===== config.mk =====
export PLATFORM = sky130hd
export DESIGN_NAME = irq_sleep_watchdog_ctrl
export DESIGN_NICKNAME = d
export VERILOG_FILES = /design/src/pkg/sysctl_pkg.sv /design/src/hdl/irq_sleep_watchdog_ctrl.sv
export SDC_FILE = /design/constraint.sdc
export NUM_CORES = 1
export LEC_CHECK = 0
export BUFFER_PORTS_ARGS = -buffer_cell sky130_fd_sc_hd__buf_2
export CORE_MARGIN = 5
export CORE_UTILIZATION = 50
export DETAILED_ROUTE_END_ITERATION = 8
export GPL_TIMING_DRIVEN = 1
export PLACE_DENSITY = 0.75
export SYNTH_ARGS = -nofsm -noshare
export SYNTH_HDL_FRONTEND = slang
export SYNTH_SLANG_ARGS = --single-unit

===== constraint.sdc =====
create_clock -name mclk -period 9.1 [get_ports mclk]
set_clock_uncertainty 0.05 [all_clocks]
set_input_delay 1.82 -clock mclk [delete_from_list [all_inputs] [get_ports mclk]]
set_output_delay 1.82 -clock mclk [all_outputs]
set_load 0.02 [all_outputs]

===== src/pkg/sysctl_pkg.sv =====
// Package: register map, reset values, opcodes, timing and shared types
package sysctl_pkg;
  // Register indices; byte address on the bus is four times the index
  localparam logic [7:0] IDX_PRIO = 8'hf9;
  localparam logic [7:0] IDX_PEND = 8'hfa;
  localparam logic [7:0] IDX_MASK = 8'hfb;
  localparam logic [7:0] IDX_STAT = 8'hf0;
  // Field positions
  localparam int MASK_GLOBAL_BIT = 7;
  localparam int NUM_REQ = 6;
  // Values after reset
  localparam logic [7:0] MASK_RST = 8'h00;
  localparam logic [5:0] PEND_RST = 6'h00;
  localparam logic [2:0] PRIO_RST = 3'h0;
  // Opcodes seen on the execute strobe
  localparam logic [7:0] OP_WDOG_REFRESH = 8'h5f;
  localparam logic [7:0] OP_WDOG_HALT_RUN = 8'h4f;
  // Fetch address after reset or stop release
  localparam logic [15:0] RESTART_PC = 16'h000c;
  // Timing
  localparam longint CLK_HZ = 40000000;
  localparam longint POR_TIME_MS = 18;
  localparam longint POR_CYCLES = POR_TIME_MS * CLK_HZ / 1000;
  localparam int POR_EXTRA_CYCLES = 18;
  localparam longint WDOG_TIME_MS = 8;
  localparam longint WDOG_RC_CYCLES = WDOG_TIME_MS * CLK_HZ / 1000;
  localparam int WDOG_SYSCLK_CYCLES = 32512;
  localparam int RST_W = 21;
  localparam int WDOG_W = 20;

  typedef enum logic [1:0] {ST_RESET, ST_RUN, ST_HALT, ST_STOP} sys_e;
  typedef enum logic [2:0] {IS_IDLE, IS_PUSH, IS_HI, IS_LO, IS_FIN} seq_e;

  typedef struct packed {
    logic wr;
    logic z;
    logic s;
    logic v;
  } flags_s;

  typedef struct packed {
    logic valid;
    logic [15:0] addr;
  } vector_s;
endpackage


===== src/hdl/irq_sleep_watchdog_ctrl.sv =====
// Interrupt controller, halt/stop sequencing and watchdog with Wishbone registers
`timescale 1ns/100ps
`default_nettype none

// Notes on behaviour
// [RL1] Six requests: pin falls on analog two, threshold, analog one; analog two rise; two timers.
// [RL2] Vectors sit in bytes 0..11; request n fetches its 16-bit address from 2n, 2n+1.
// [RL3] Mask register enables all requests globally and each request individually.
// [RL4] Among pending enabled requests, a priority encoder steered by priority register picks.
// [RL5] Grant clears global enable, has core push PC and flags, then branches via vector.
// [RL6] Pending bits record edges even while masked, so software can poll them.
// [RL7] Halt stops the core clock only; oscillator, timers and pin requests stay live.
// [RL8] Halt ends only by a taken enabled interrupt; core resumes after halt.
// [RL9] Stop halts core clock and oscillator; power loss or low-voltage reset ends it.
// [RL10] Stop ends at once when stop-wake pin is low as stop executes.
// [RL11] Any stop release restarts fetching at address 000C hex.
// [RL12] Stop-wake release keeps port mode registers; no power-on defaults reload.
// [RL13] Software places a no-op FF hex right before stop or halt.
// [RL14] First refresh opcode enables watchdog; later ones clear its counter.
// [RL15] No instruction can stop an enabled watchdog; software must refresh each period.
// [RL16] Watchdog timeout gives a reset like power-on: power-on delay plus 18 cycles.
// [RL17] Refresh opcode sets zero flag, clears sign and overflow flags.
// [RL18] Without permanent option watchdog stops in stop mode, is off after any reset.
// [RL19] Halt-run opcode keeps watchdog counting in halt; otherwise halt stops it.
// [RL20] Halt-run opcode is ignored until the watchdog has been enabled.
// [RL21] Permanent option: enabled after reset, runs everywhere; refresh only; halt-run inert.
// [RL22] System clock option: timeout after 32512 clocks, and no counting in stop.
// [RL23] Granting a request clears its pending bit so one edge is serviced once.
module irq_sleep_watchdog_ctrl #(
  parameter longint POR_CYC = sysctl_pkg::POR_CYCLES,
  parameter longint WDOG_RC_CYC = sysctl_pkg::WDOG_RC_CYCLES,
  parameter bit PERMANENT_WDOG = 1'b0,
  parameter bit WDOG_ON_SYSCLK = 1'b0
) (
  input wire logic mclk,
  input wire logic rst_n,
  // Wishbone slave
  input wire logic wb_cyc_i,
  input wire logic wb_stb_i,
  input wire logic wb_we_i,
  input wire logic [9:0] wb_adr_i,
  input wire logic [3:0] wb_sel_i,
  input wire logic [31:0] wb_dat_i,
  output logic [31:0] wb_dat_o,
  output logic wb_ack_o,
  // Pins, asynchronous
  input wire logic analog_one_pin,
  input wire logic analog_two_pin,
  input wire logic threshold_pin,
  input wire logic stop_wake_pin,
  // Timer events, same clock
  input wire logic counter_timer_zero,
  input wire logic counter_timer_one,
  // Core sequencer
  input wire logic op_valid,
  input wire logic [7:0] op_code,
  input wire logic halt_exec,
  input wire logic stop_exec,
  input wire logic cpu_boundary,
  input wire logic cpu_push_done,
  output logic irq_take,
  output sysctl_pkg::vector_s vector,
  output sysctl_pkg::flags_s flags,
  output logic restart,
  output logic [15:0] restart_pc,
  output logic core_reset,
  output logic cpu_clk_en,
  output logic osc_run,
  // Program memory read port, data one cycle after address
  output logic [3:0] pmem_addr,
  output logic pmem_rd,
  input wire logic [7:0] pmem_rdata
);
  import sysctl_pkg::*;

  localparam longint RST_LAST = POR_CYC + POR_EXTRA_CYCLES - 1;
  localparam longint WDOG_LIMIT = WDOG_ON_SYSCLK ? WDOG_SYSCLK_CYCLES : WDOG_RC_CYC;

  // Counters are sized in the package; refuse settings that they cannot hold
  if (POR_CYC < 1) begin : g_bad_por
    $error("Power-on delay must be at least one cycle");
  end
  if (RST_LAST >= (64'd1 << RST_W)) begin : g_bad_rst
    $error("Reset stretch does not fit its counter");
  end
  if (WDOG_LIMIT > (64'd1 << WDOG_W) || WDOG_LIMIT < 1) begin : g_bad_wdog
    $error("Watchdog period does not fit its counter");
  end
  // Vector bytes 2n and 2n+1 must stay inside the four-bit fetch address
  if (NUM_REQ != 6) begin : g_bad_req
    $error("Request logic is built for six sources");
  end

  typedef struct packed {
    sys_e sys;
    seq_e seq;
    logic [2:0] sel;
    logic [7:0] vec_hi;
    logic [5:0] pend;
    logic [7:0] mask;
    logic [2:0] prio;
    logic wdog_en;
    logic wdog_halt;
    logic [RST_W-1:0] rst_cnt;
    logic [WDOG_W-1:0] wdog_cnt;
    logic [3:0] sync1;
    logic [3:0] sync2;
    logic [2:0] prev;
    logic ack;
    logic [7:0] rdata;
    vector_s vec;
    logic flag_wr;
    logic restart;
    logic [3:0] paddr;
    logic prd;
  } state_s;

  state_s q;
  state_s n;

  // Pins idle high, so the edge history starts high as well; a zero start
  // would report a rising edge on analog two as soon as reset lets go
  function automatic state_s reset_state();
    state_s r;
    r = '0;
    r.sys = ST_RESET;
    r.seq = IS_IDLE;
    r.mask = MASK_RST;
    r.pend = PEND_RST;
    r.prio = PRIO_RST;
    r.sync1 = '1;
    r.sync2 = '1;
    r.prev = '1;
    return r;
  endfunction

  localparam state_s RST_STATE = reset_state();

  // Rotating priority: start index from the priority register, ascending with wrap
  function automatic logic [3:0] pick(input logic [5:0] act, input logic [2:0] start);
    logic [3:0] idx;
    logic [3:0] base;
    pick = 4'h0;
    base = (start > 3'd5) ? 4'h0 : {1'b0, start};
    for (int k = NUM_REQ - 1; k >= 0; k--) begin
      idx = base + 4'(k);
      if (idx >= 4'(NUM_REQ)) begin
        idx = idx - 4'(NUM_REQ);
      end
      if (act[idx[2:0]]) begin
        pick = {1'b1, idx[2:0]};
      end
    end
  endfunction

  logic [3:0] pin_now;
  logic [5:0] req_set;
  logic [5:0] req_clr;
  logic [5:0] active;
  logic [3:0] win;
  logic bus_req;
  logic bus_wr;
  logic [7:0] bus_idx;
  logic wdog_runs;
  logic take;
  logic is_refresh;
  logic is_halt_run;
  logic [2:0] pin_fell;
  logic pin_rose_two;
  logic core_idle;

  assign pin_now = {stop_wake_pin, threshold_pin, analog_two_pin, analog_one_pin};
  assign bus_req = wb_cyc_i & wb_stb_i & ~q.ack;
  assign bus_wr = bus_req & wb_we_i & wb_sel_i[0];
  assign bus_idx = wb_adr_i[9:2];
  assign is_refresh = op_valid & (op_code == OP_WDOG_REFRESH) & (q.sys == ST_RUN);
  assign is_halt_run = op_valid & (op_code == OP_WDOG_HALT_RUN) & (q.sys == ST_RUN);
  // Sleep strobes are ignored while a grant is being worked off
  assign core_idle = (q.sys == ST_RUN) & (q.seq == IS_IDLE);

  // Only the second sync stage and its history feed the edge detectors
  for (genvar i = 0; i < 3; i++) begin : g_edge
    assign pin_fell[i] = q.prev[i] & ~q.sync2[i];
  end
  assign pin_rose_two = ~q.prev[1] & q.sync2[1];

  always_comb begin
    // Edges come from the second sync stage against its own history
    req_set[0] = pin_fell[1]; // RL1
    req_set[1] = pin_fell[2]; // RL1
    req_set[2] = pin_fell[0]; // RL1
    req_set[3] = pin_rose_two; // RL1
    req_set[4] = counter_timer_zero; // RL1
    req_set[5] = counter_timer_one; // RL1
  end

  assign active = q.pend & q.mask[5:0] & {NUM_REQ{q.mask[MASK_GLOBAL_BIT]}}; // RL3
  assign win = pick(active, q.prio); // RL4
  // Halt leaves through the same grant; the core clock comes back for the push
  assign take = win[3] & (q.seq == IS_IDLE)
    & (((q.sys == ST_RUN) & cpu_boundary) | (q.sys == ST_HALT)); // RL8

  always_comb begin
    unique case (q.sys)
      ST_RUN: wdog_runs = q.wdog_en;
      ST_HALT: wdog_runs = q.wdog_en & (q.wdog_halt | PERMANENT_WDOG); // RL19
      ST_STOP: wdog_runs = q.wdog_en & PERMANENT_WDOG & ~WDOG_ON_SYSCLK; // RL18 RL22
      ST_RESET: wdog_runs = 1'b0; // RL18
    endcase
  end

  always_comb begin
    n = q;
    n.sync1 = pin_now;
    n.sync2 = q.sync1;
    n.prev = q.sync2[2:0];
    n.flag_wr = 1'b0;
    n.restart = 1'b0;
    n.prd = 1'b0;
    n.vec.valid = 1'b0;
    req_clr = 6'h00;

    // Bus: one wait state, ack drops the cycle after it rises
    n.ack = bus_req;
    n.rdata = 8'h00;
    if (bus_req & ~wb_we_i) begin
      unique case (bus_idx)
        IDX_PEND: n.rdata = {2'b00, q.pend}; // RL6
        IDX_MASK: n.rdata = q.mask;
        IDX_STAT: n.rdata = {q.seq, q.sys, q.wdog_halt, q.wdog_en, 1'b0};
        default: n.rdata = 8'h00;
      endcase
    end
    if (bus_wr) begin
      unique case (bus_idx)
        IDX_PRIO: n.prio = wb_dat_i[2:0];
        IDX_MASK: n.mask = wb_dat_i[7:0]; // RL3
        IDX_PEND: n.pend = wb_dat_i[5:0];
        default: n.mask = n.mask;
      endcase
    end

    // Interrupt sequence: grant, push, two vector bytes, branch
    unique case (q.seq)
      IS_IDLE: begin
        if (take) begin
          n.seq = IS_PUSH;
          n.sel = win[2:0];
          req_clr[win[2:0]] = 1'b1; // RL23
          n.mask[MASK_GLOBAL_BIT] = 1'b0; // RL5
          if (q.sys == ST_HALT) begin
            n.sys = ST_RUN; // RL8
          end
        end
      end
      IS_PUSH: begin
        if (cpu_push_done) begin
          n.seq = IS_HI;
          n.paddr = {q.sel, 1'b0}; // RL2
          n.prd = 1'b1;
        end
      end
      IS_HI: begin
        n.seq = IS_LO;
        n.paddr = q.paddr + 4'h1; // RL2
        n.prd = 1'b1;
      end
      IS_LO: begin
        n.seq = IS_FIN;
        n.vec_hi = pmem_rdata;
      end
      IS_FIN: begin
        n.seq = IS_IDLE;
        n.vec.addr = {q.vec_hi, pmem_rdata}; // RL2 RL5
        n.vec.valid = 1'b1;
      end
    endcase

    // Set wins over clear, whether the clear comes from the bus or a grant
    n.pend = (n.pend & ~req_clr) | req_set; // RL6

    // Watchdog opcodes
    if (is_refresh) begin
      n.flag_wr = 1'b1; // RL17
      n.wdog_en = 1'b1; // RL14 RL21
      n.wdog_cnt = '0; // RL14
    end
    if (is_halt_run & q.wdog_en & ~PERMANENT_WDOG) begin
      n.wdog_halt = 1'b1; // RL19 RL20 RL21
    end

    // Sleep entry
    // The wake pin is read two cycles late; software sets it well before the stop
    if (core_idle) begin
      if (halt_exec) begin
        n.sys = ST_HALT; // RL7
      end else if (stop_exec) begin
        if (~q.sync2[3]) begin
          // Port modes are left alone on this path
          n.restart = 1'b1; // RL10 RL11 RL12
        end else begin
          n.sys = ST_STOP; // RL9
        end
      end
    end

    // Watchdog count; only reset can disable it once enabled
    if (wdog_runs & ~is_refresh) begin // RL15
      if (q.wdog_cnt == WDOG_W'(WDOG_LIMIT - 1)) begin
        n.sys = ST_RESET; // RL16
        n.rst_cnt = '0;
        n.seq = IS_IDLE;
        n.wdog_en = 1'b0; // RL18
        n.wdog_halt = 1'b0;
        n.wdog_cnt = '0;
        n.pend = PEND_RST;
        n.mask = MASK_RST;
        n.prio = PRIO_RST;
      end else begin
        n.wdog_cnt = q.wdog_cnt + 1'b1;
      end
    end

    // Reset stretch, then restart at the fixed fetch address
    if (q.sys == ST_RESET) begin
      if (q.rst_cnt == RST_W'(RST_LAST)) begin
        n.sys = ST_RUN;
        n.restart = 1'b1; // RL11 RL16
        n.wdog_en = PERMANENT_WDOG; // RL18 RL21
        n.wdog_cnt = '0;
      end else begin
        n.rst_cnt = q.rst_cnt + 1'b1;
      end
    end
  end

  // Power loss or a low-voltage trip arrives here; the stretch then runs from zero
  always_ff @(posedge mclk or negedge rst_n) begin // RL9
    if (!rst_n) begin
      q <= RST_STATE;
    end else begin
      q <= n;
    end
  end

  assign wb_ack_o = q.ack;
  assign wb_dat_o = {24'h000000, q.rdata};
  assign irq_take = (q.seq == IS_PUSH); // RL5
  assign vector = q.vec;
  assign flags = '{wr: q.flag_wr, z: 1'b1, s: 1'b0, v: 1'b0}; // RL17
  assign restart = q.restart;
  assign restart_pc = RESTART_PC; // RL11
  assign core_reset = (q.sys == ST_RESET); // RL16
  assign cpu_clk_en = (q.sys == ST_RUN); // RL7 RL9
  assign osc_run = (q.sys != ST_STOP); // RL7 RL9
  assign pmem_addr = q.paddr;
  assign pmem_rd = q.prd;
endmodule

`default_nettype wire


==> results of run 1 <==
-- layer usage --
metal,vias to the layer above,track usage,share of wire
met5,-,0,0
met3,34,0.0527,0.063
li1,2638,-,-
met4,0,0.0784,0.025
met2,177,0.315,0.49
met1,2650,0.251,0.42
-- power groups by stage --
| stage | Sequential, W | Clock (W) | Combinational [W] |
|---|---|---|---|
| after global placement | 0.000748 | 0 | 0.000398 |
| final | 0.000749 | 0.000677 | 0.000404 |
| after floorplan | 0.000719 | 0 | 0.000376 |
| after global routing | 0.000766 | 0.000714 | 0.000448 |
| after detailed placement | 0.000753 | 0 | 0.000409 |
| after CTS | 0.000747 | 0.000688 | 0.000410 |
-- metrics by stage --
stage          hold slack, ns  worst slack (ns)  std cells  cell area, um2
2_1_floorplan           0.295              5.52        776            7230
3_3_place_gp            0.296              4.80        943            7210
3_5_place_dp            0.297              4.68        943            7210
4_1_cts                 0.305              4.93        975            7820
5_1_grt                 0.309              4.65        975            7820
6_report                0.304              4.89        975            7820
-- critical path, stage by stage (launching register included) --
cell and delay [ns]:
dfrtp_1 0.60, a21boi_4 0.56, inv_1 0.10, ha_1 0.56, nand2_1 0.12, o22a_1 0.19
and3_4 0.19, nor3_1 0.55, a2111oi_2 0.09, a311o_2 0.54, nor4b_1 0.35, o31ai_1 0.13
-- synth_stat cells (all sizes together) (6+ instances only) --
cell type | number | area, um2
buf | 83 | 628
dfstp | 11 | 289
nor2b | 7 | 43.8
nor3 | 28 | 140
clkbuf | 17 | 67.6
mux2i | 20 | 204
ha | 11 | 138
a31oi | 8 | 50.1
nand3 | 34 | 175
nand4 | 15 | 93.8
dfrtp | 109 | 2730
nor2 | 68 | 255
inv | 21 | 78.8
a22oi | 9 | 72.6
a21oi | 33 | 165
o31ai | 6 | 58.8
nor4 | 6 | 50.0
and3 | 12 | 80.1
xor2 | 6 | 60.1
mux2 | 40 | 454
nand2 | 41 | 154
nand2b | 9 | 61.3
or3 | 6 | 42.5
o21ai | 44 | 220
nor3b | 15 | 113
-- sequential cells by signal, summed over array words and instances (netlist names) --
register	cells
pmem_rd	1
wb_ack_o	1
q	80
pmem_addr	4
wb_dat_o	8
n	7
restart	1
flags	1
vector	17
-- path summary, 6_finish.rpt --
path / startpoint / to / slack [ns] / cells after the start
max: q[88]$_DFF_PN0_ / q[98]$_DFF_PN0_ / 4.89 / 11
min: n[39]$_DFF_PN1_ / q[39]$_DFF_PN1_ / 0.30 / 0
max reg2reg: q[88]$_DFF_PN0_ / q[98]$_DFF_PN0_ / 4.89 / 11
min reg2reg: n[39]$_DFF_PN1_ / q[39]$_DFF_PN1_ / 0.30 / 0
max in group asynchronous: rst_n / q[88]$_DFF_PN0_ / 6.30 / 2
min in group asynchronous: rst_n / vector[15]$_DFFE_PN0P_ / 1.40 / 1
-- cells by family (layout without fill, tap and decap cells) --
family,count (synthesis),count (layout)
compound gates,140,140
xor+xnor,7,7
fa+ha+maj,11,11
buf+inv,121,140
flops,120,120
mux,60,60
other cells,2,43
simple gates,274,274
-- cell type report --
class / instances / area [um2]
Clock buffer: 25 / 515
Clock inverter: 7 / 91.3
Fill cell: 1211 / 6060
Inverter: 21 / 78.8
Multi-Input combinational cell: 535 / 3450
Sequential cell: 120 / 3020
Tap cell: 180 / 225
Timing Repair Buffer: 87 / 443
==> impl_metrics.csv, run 1 <==
group,metric,value,unit
setup_path,crit_arrival,4.40,ns
logic_synthesis,seq_area_frac_synth,0.426,
grt,gr-usage-all-layers,0.195,
power,clockPowerShare,0.370,
clocking,post_cts_buffers,0,
floorplanning,dieArea,0.0166,mm2
setup_path,critical_path_class,"reg -> reg",
placement,portBuffers,85,
logic_synthesis,syn_inst,735,
routing,via_per_inst,5.64,
cells_and_area,utilization,0.563,
cells_and_area,syn_to_final_growth,10.5,%
routing,drt_iter0_markers,519,
floorplanning,start_util,0.510,
floorplanning,die-height,129,um
grt,overflow,0,
logic_synthesis,synthMuxAreaShare,0.0930,
cells_and_area,final_common_cell,"dfrtp_1",
sta,timing.setup.tns,0,ns
power,powerDensity,234,mW/mm2
logic_synthesis,ys_ff_latch,120,
sta,slew_headroom,0.227,
grt,grt_pass1_wl,26.0,mm
power,pwr-share-comb,0.221,
routing,vias,5499,
floorplanning,core,0.0139,mm2
placement,gp_congestion,0.903,
sta,hold_viol_final,0,
sta,fin_crit_sh,0.462,
logic_synthesis,synth-simple-area-share,0.209,
clocking,clock_sinks,120,
floorplanning,rows,43,
clocking,clock-root-buffer,"clkbuf_16",
routing,totalWireLength,15.9,mm
cells_and_area,diodes,0,
logic_synthesis,synth-xor-area-share,0.00972,
cells_and_area,drive_gt1_frac,0.244,
clocking,cts_resized,0,
flow_run,maxCapViolCount,0,
clocking,cts_buffers,17,
placement,hpwl,11.3,mm
sta,grt_setup_unrepaired,"no",
logic_synthesis,synth_flop_cell,"dfrtp_1",
logic_synthesis,synth-edff-count,0,
setup_path,critical_path.startpoint_type,"flip-flop",
sta,setup_violations,0,
logic_synthesis,synth_compound_area_frac,0.132,
clocking,cts_buffer_depth,2,
clocking,clk_latency,0.42,ns
clocking,cts_tree,"done",
routing,drc_errors,0,
grt,grt_pass1_vias,5335,
logic_synthesis,syn_avg_cell_area,9.63,um2
logic_synthesis,synth_cell_type_count,82,
power,p_leak,3.56,nW
logic_synthesis,synth_top_family_by_area,"simple AND/OR/NAND/NOR gates",
power,ir_drop,200,uV
power,internal-power,0.00126,W
routing,drtAntennaViolNets,0,
routing,first_pass_iters,7,
setup_path,required,9.30,ns
cells_and_area,final_cell_mix,"dfrtp_1, buf_2, nor2_1",
cells_and_area,final_nets,871,
sta,min_period,4.21,ns
setup_path,path_max_fanout,20,
routing,wire_per_inst,16.3,um
power,power_frac_seq,0.409,
power,total_power,0.00183,W
logic_synthesis,ys_async_sr_fraction,1.00,
status,outcome,"completed",
sta,drv_slew,0,
power,switching_share,0.310,
grt,antenna_found_initial,0,
clocking,hold_buffers,0,
sta,fmax,238,MHz
logic_synthesis,ys_warn_count,0,
worst_hold_path,hold_path_class,"reg -> reg",
logic_synthesis,synth_area,0.00708,mm2
sta,worst_pin_slew,1.15,ns
clocking,clk_pin_slew_worst_paths,0.05,ns
setup_path,cp-end-kind,"flip-flop",
grt,grt_max_degree,65,
clocking,h-tree-depth,4,
floorplanning,die_w,129,um
power,switchingPower,0.000567,W
logic_synthesis,synth_fa_ha_area_frac,0.0194,
floorplanning,ios,158,
Power figures use the tool's default switching activity.
==> run 2, diff against run 1 <==
- ABC_AREA: not set -> 1
- clock period: 9.1 -> 4.1 ns (I/O delays scaled with it)
==> impl_metrics.csv, run 2 <==
group,metric,value,unit
power,powerDensity,375,mW/mm2
logic_synthesis,synth_top_family_by_area,"simple AND/OR/NAND/NOR gates",
power,ir_drop,224,uV
grt,grt_pass1_vias,5445,
logic_synthesis,synth-xor-area-share,0.0162,
clocking,cts_resized,0,
grt,grt.met3_usage,0.0432,
setup_path,required,4.39,ns
placement,placed_cell_area,0.00726,mm2
logic_synthesis,synth_area_leader_cell,"dfrtp_1",
setup_path,crit_arrival,3.33,ns
logic_synthesis,synth_common_cells,"nand2_1, inv_1, dfrtp_1",
logic_synthesis,synth_area,0.00702,mm2
sta,grt_setup_unrepaired,"no",
cells_and_area,syn_to_final_growth,12.0,%
routing,first_pass_iters,5,
logic_synthesis,synth_flop_cell,"dfrtp_1",
logic_synthesis,syn_inst,927,
routing,drtAntennaViolNets,0,
logic_synthesis,ys_warn_count,0,
cells_and_area,utilization,0.569,
clocking,clk_pin_slew_worst_paths,0.06,ns
cells_and_area,drive_gt1_frac,0.159,
sta,fin_crit_sh,0.743,
floorplanning,start_util,0.508,
floorplanning,rows,43,
floorplanning,dieArea,0.0165,mm2
sta,setup_violations,0,
logic_synthesis,synthMuxAreaShare,0.00160,
grt,grt_max_degree,67,
cells_and_area,final_common_cell,"nand2_1",
logic_synthesis,yosysMostFrequentCell,"nand2_1",
sta,drv_slew,0,
setup_path,cp-end-kind,"flip-flop",
cells_and_area,num-fill-cells,1276,
clocking,clk_latency,0.41,ns
sta,min_period,3.05,ns
logic_synthesis,seq_area_frac_synth,0.430,
grt,grt_use_met1,0.268,
cells_and_area,final_cell_mix,"nand2_1, inv_1, dfrtp_1",
clocking,cts_tree,"done",
routing,totalWireLength,15.8,mm
status,outcome,"completed",
logic_synthesis,ys_async_sr_fraction,1.00,
worst_hold_path,hp-start,"n[37]$_DFF_PN1_",
grt,grtUsageMet2,0.310,
clocking,hold_buffers,0,
cells_and_area,diodes,0,
routing,vias,5945,
setup_path,critical_path_class,"reg -> reg",
placement,hpwl,11.7,mm
floorplanning,die-height,129,um
placement,portBuffers,85,
setup_path,startpoint,"q[89]$_DFF_PN0_",
floorplanning,ios,158,
setup_path,critical_path.startpoint_type,"flip-flop",
clocking,cts_buffers,17,
logic_synthesis,synth-edff-count,0,
routing,wire_per_inst,13.4,um
sta,worst_pin_slew,0.986,ns
power,p_leak,4.16,nW
floorplanning,die_w,129,um
grt,gr-usage-all-layers,0.194,
logic_synthesis,synth-simple-area-share,0.241,
clocking,post_cts_buffers,0,
routing,via_per_inst,5.03,
grt,busiest_layer,"met2",
logic_synthesis,synth_compound_area_frac,0.130,
grt,grt_pass1_wl,26.0,mm
setup_path,path_max_fanout,16,
routing,drc_errors,0,
grt,overflow,0,
logic_synthesis,ys_top_cells_by_area,"dfrtp_1, nand2_1, buf_4",
routing,drt_iter0_markers,486,
worst_hold_path,hold_path_class,"reg -> reg",
sta,slew_headroom,0.340,
sta,fmax,328,MHz
logic_synthesis,syn_avg_cell_area,7.58,um2
clocking,clock_sinks,120,
logic_synthesis,yosysTopAreaCellShare,0.388,
power,total_power,0.00295,W
placement,gp_congestion,0.868,
sta,hold_viol_final,0,
clocking,h-tree-depth,4,
floorplanning,core,0.0138,mm2
grt,antenna_found_initial,0,
setup_path,timing.rr.start,"q[89]$_DFF_PN0_",
cells_and_area,largest_register_ffs,80,
clocking,cts_buffer_depth,2,
sta,timing.setup.tns,0,ns
cells_and_area,regMostFlops,"q",
flow_run,maxCapViolCount,0,
cells_and_area,final_cell_area,0.00787,mm2
logic_synthesis,ys_ff_latch,120,
logic_synthesis,synth_cell_type_count,50,
clocking,clock-root-buffer,"clkbuf_16",
cells_and_area,final_nets,1077,
logic_synthesis,synth_fa_ha_area_frac,0.0196,
run 2: area by class of cell:
cell class	count	area, um2	share of cell area
clock inverters	15	179	0.0227
clock buffers	17	425	0.0541
inverters	138	518	0.0658
multi-input cells	621	3030	0.385
flip-flops and latches	120	3020	0.383
repair buffers	90	478	0.0607
well taps	180	225	0.0286
run 2: stage by stage:
stage / instances / hold slack [ns] / setup WS [ns]
after floorplan: 968 / 0.295 / 1.40
after global placement: 1149 / 0.298 / 1.12
after detailed placement: 1149 / 0.297 / 1.09
after CTS: 1181 / 0.303 / 1.06
after global routing: 1181 / 0.307 / 0.734
final: 1181 / 0.302 / 1.05
run 2: metal layers:
metal | share of wire | wire length (um)
met4 | 0.012 | 183
met3 | 0.066 | 1030
met2 | 0.47 | 7400
met5 | 0 | 0
met1 | 0.45 | 7160
run 2: final timing paths:
kind,slack (ns),cells after the start,endpoint
max,1.05,18,q[98]$_DFF_PN0_
min,0.30,0,n[34]$_DFF_PN1_
max reg2reg,1.05,18,q[98]$_DFF_PN0_
min reg2reg,0.30,0,n[34]$_DFF_PN1_
max in group asynchronous,2.69,2,n[37]$_DFF_PN1_
min in group asynchronous,0.46,1,vector[15]$_DFFE_PN0P_
run 2: kinds of logic after synthesis:
logic type	Yosys count
AOI/OAI and AO/OA	152
xor gates and xnor gates	13
adders and majority gates	11
buffers and inverters	227
DFF	120
muxes	1
other	2
and+or+nand+nor	401
run 2: worst max-delay path, cell delays in order, from the launching register on:
cell,delay [ns]
dfrtp_1,0.47
nand2_2,0.15
nand2_4,0.13
ha_1,0.45
nand2_1,0.10
nand2_1,0.09
nand3_1,0.06
nand2_1,0.10
nand2_1,0.09
nand2_1,0.08
nand3_1,0.06
nand2_1,0.09
nand3_1,0.10
or2_1,0.26
o21ai_4,0.30
a21oi_1,0.10
nand3_1,0.12
nand2_1,0.07
a21oi_1,0.11
run 2: report_power, final:
group / internal, W / leakage, nW / switching [W]
combinational: 0.0000615 / 2.47 / 0.000134
clock: 0.000919 / 0.292 / 0.000593
sequential: 0.00122 / 1.40 / 0.0000245
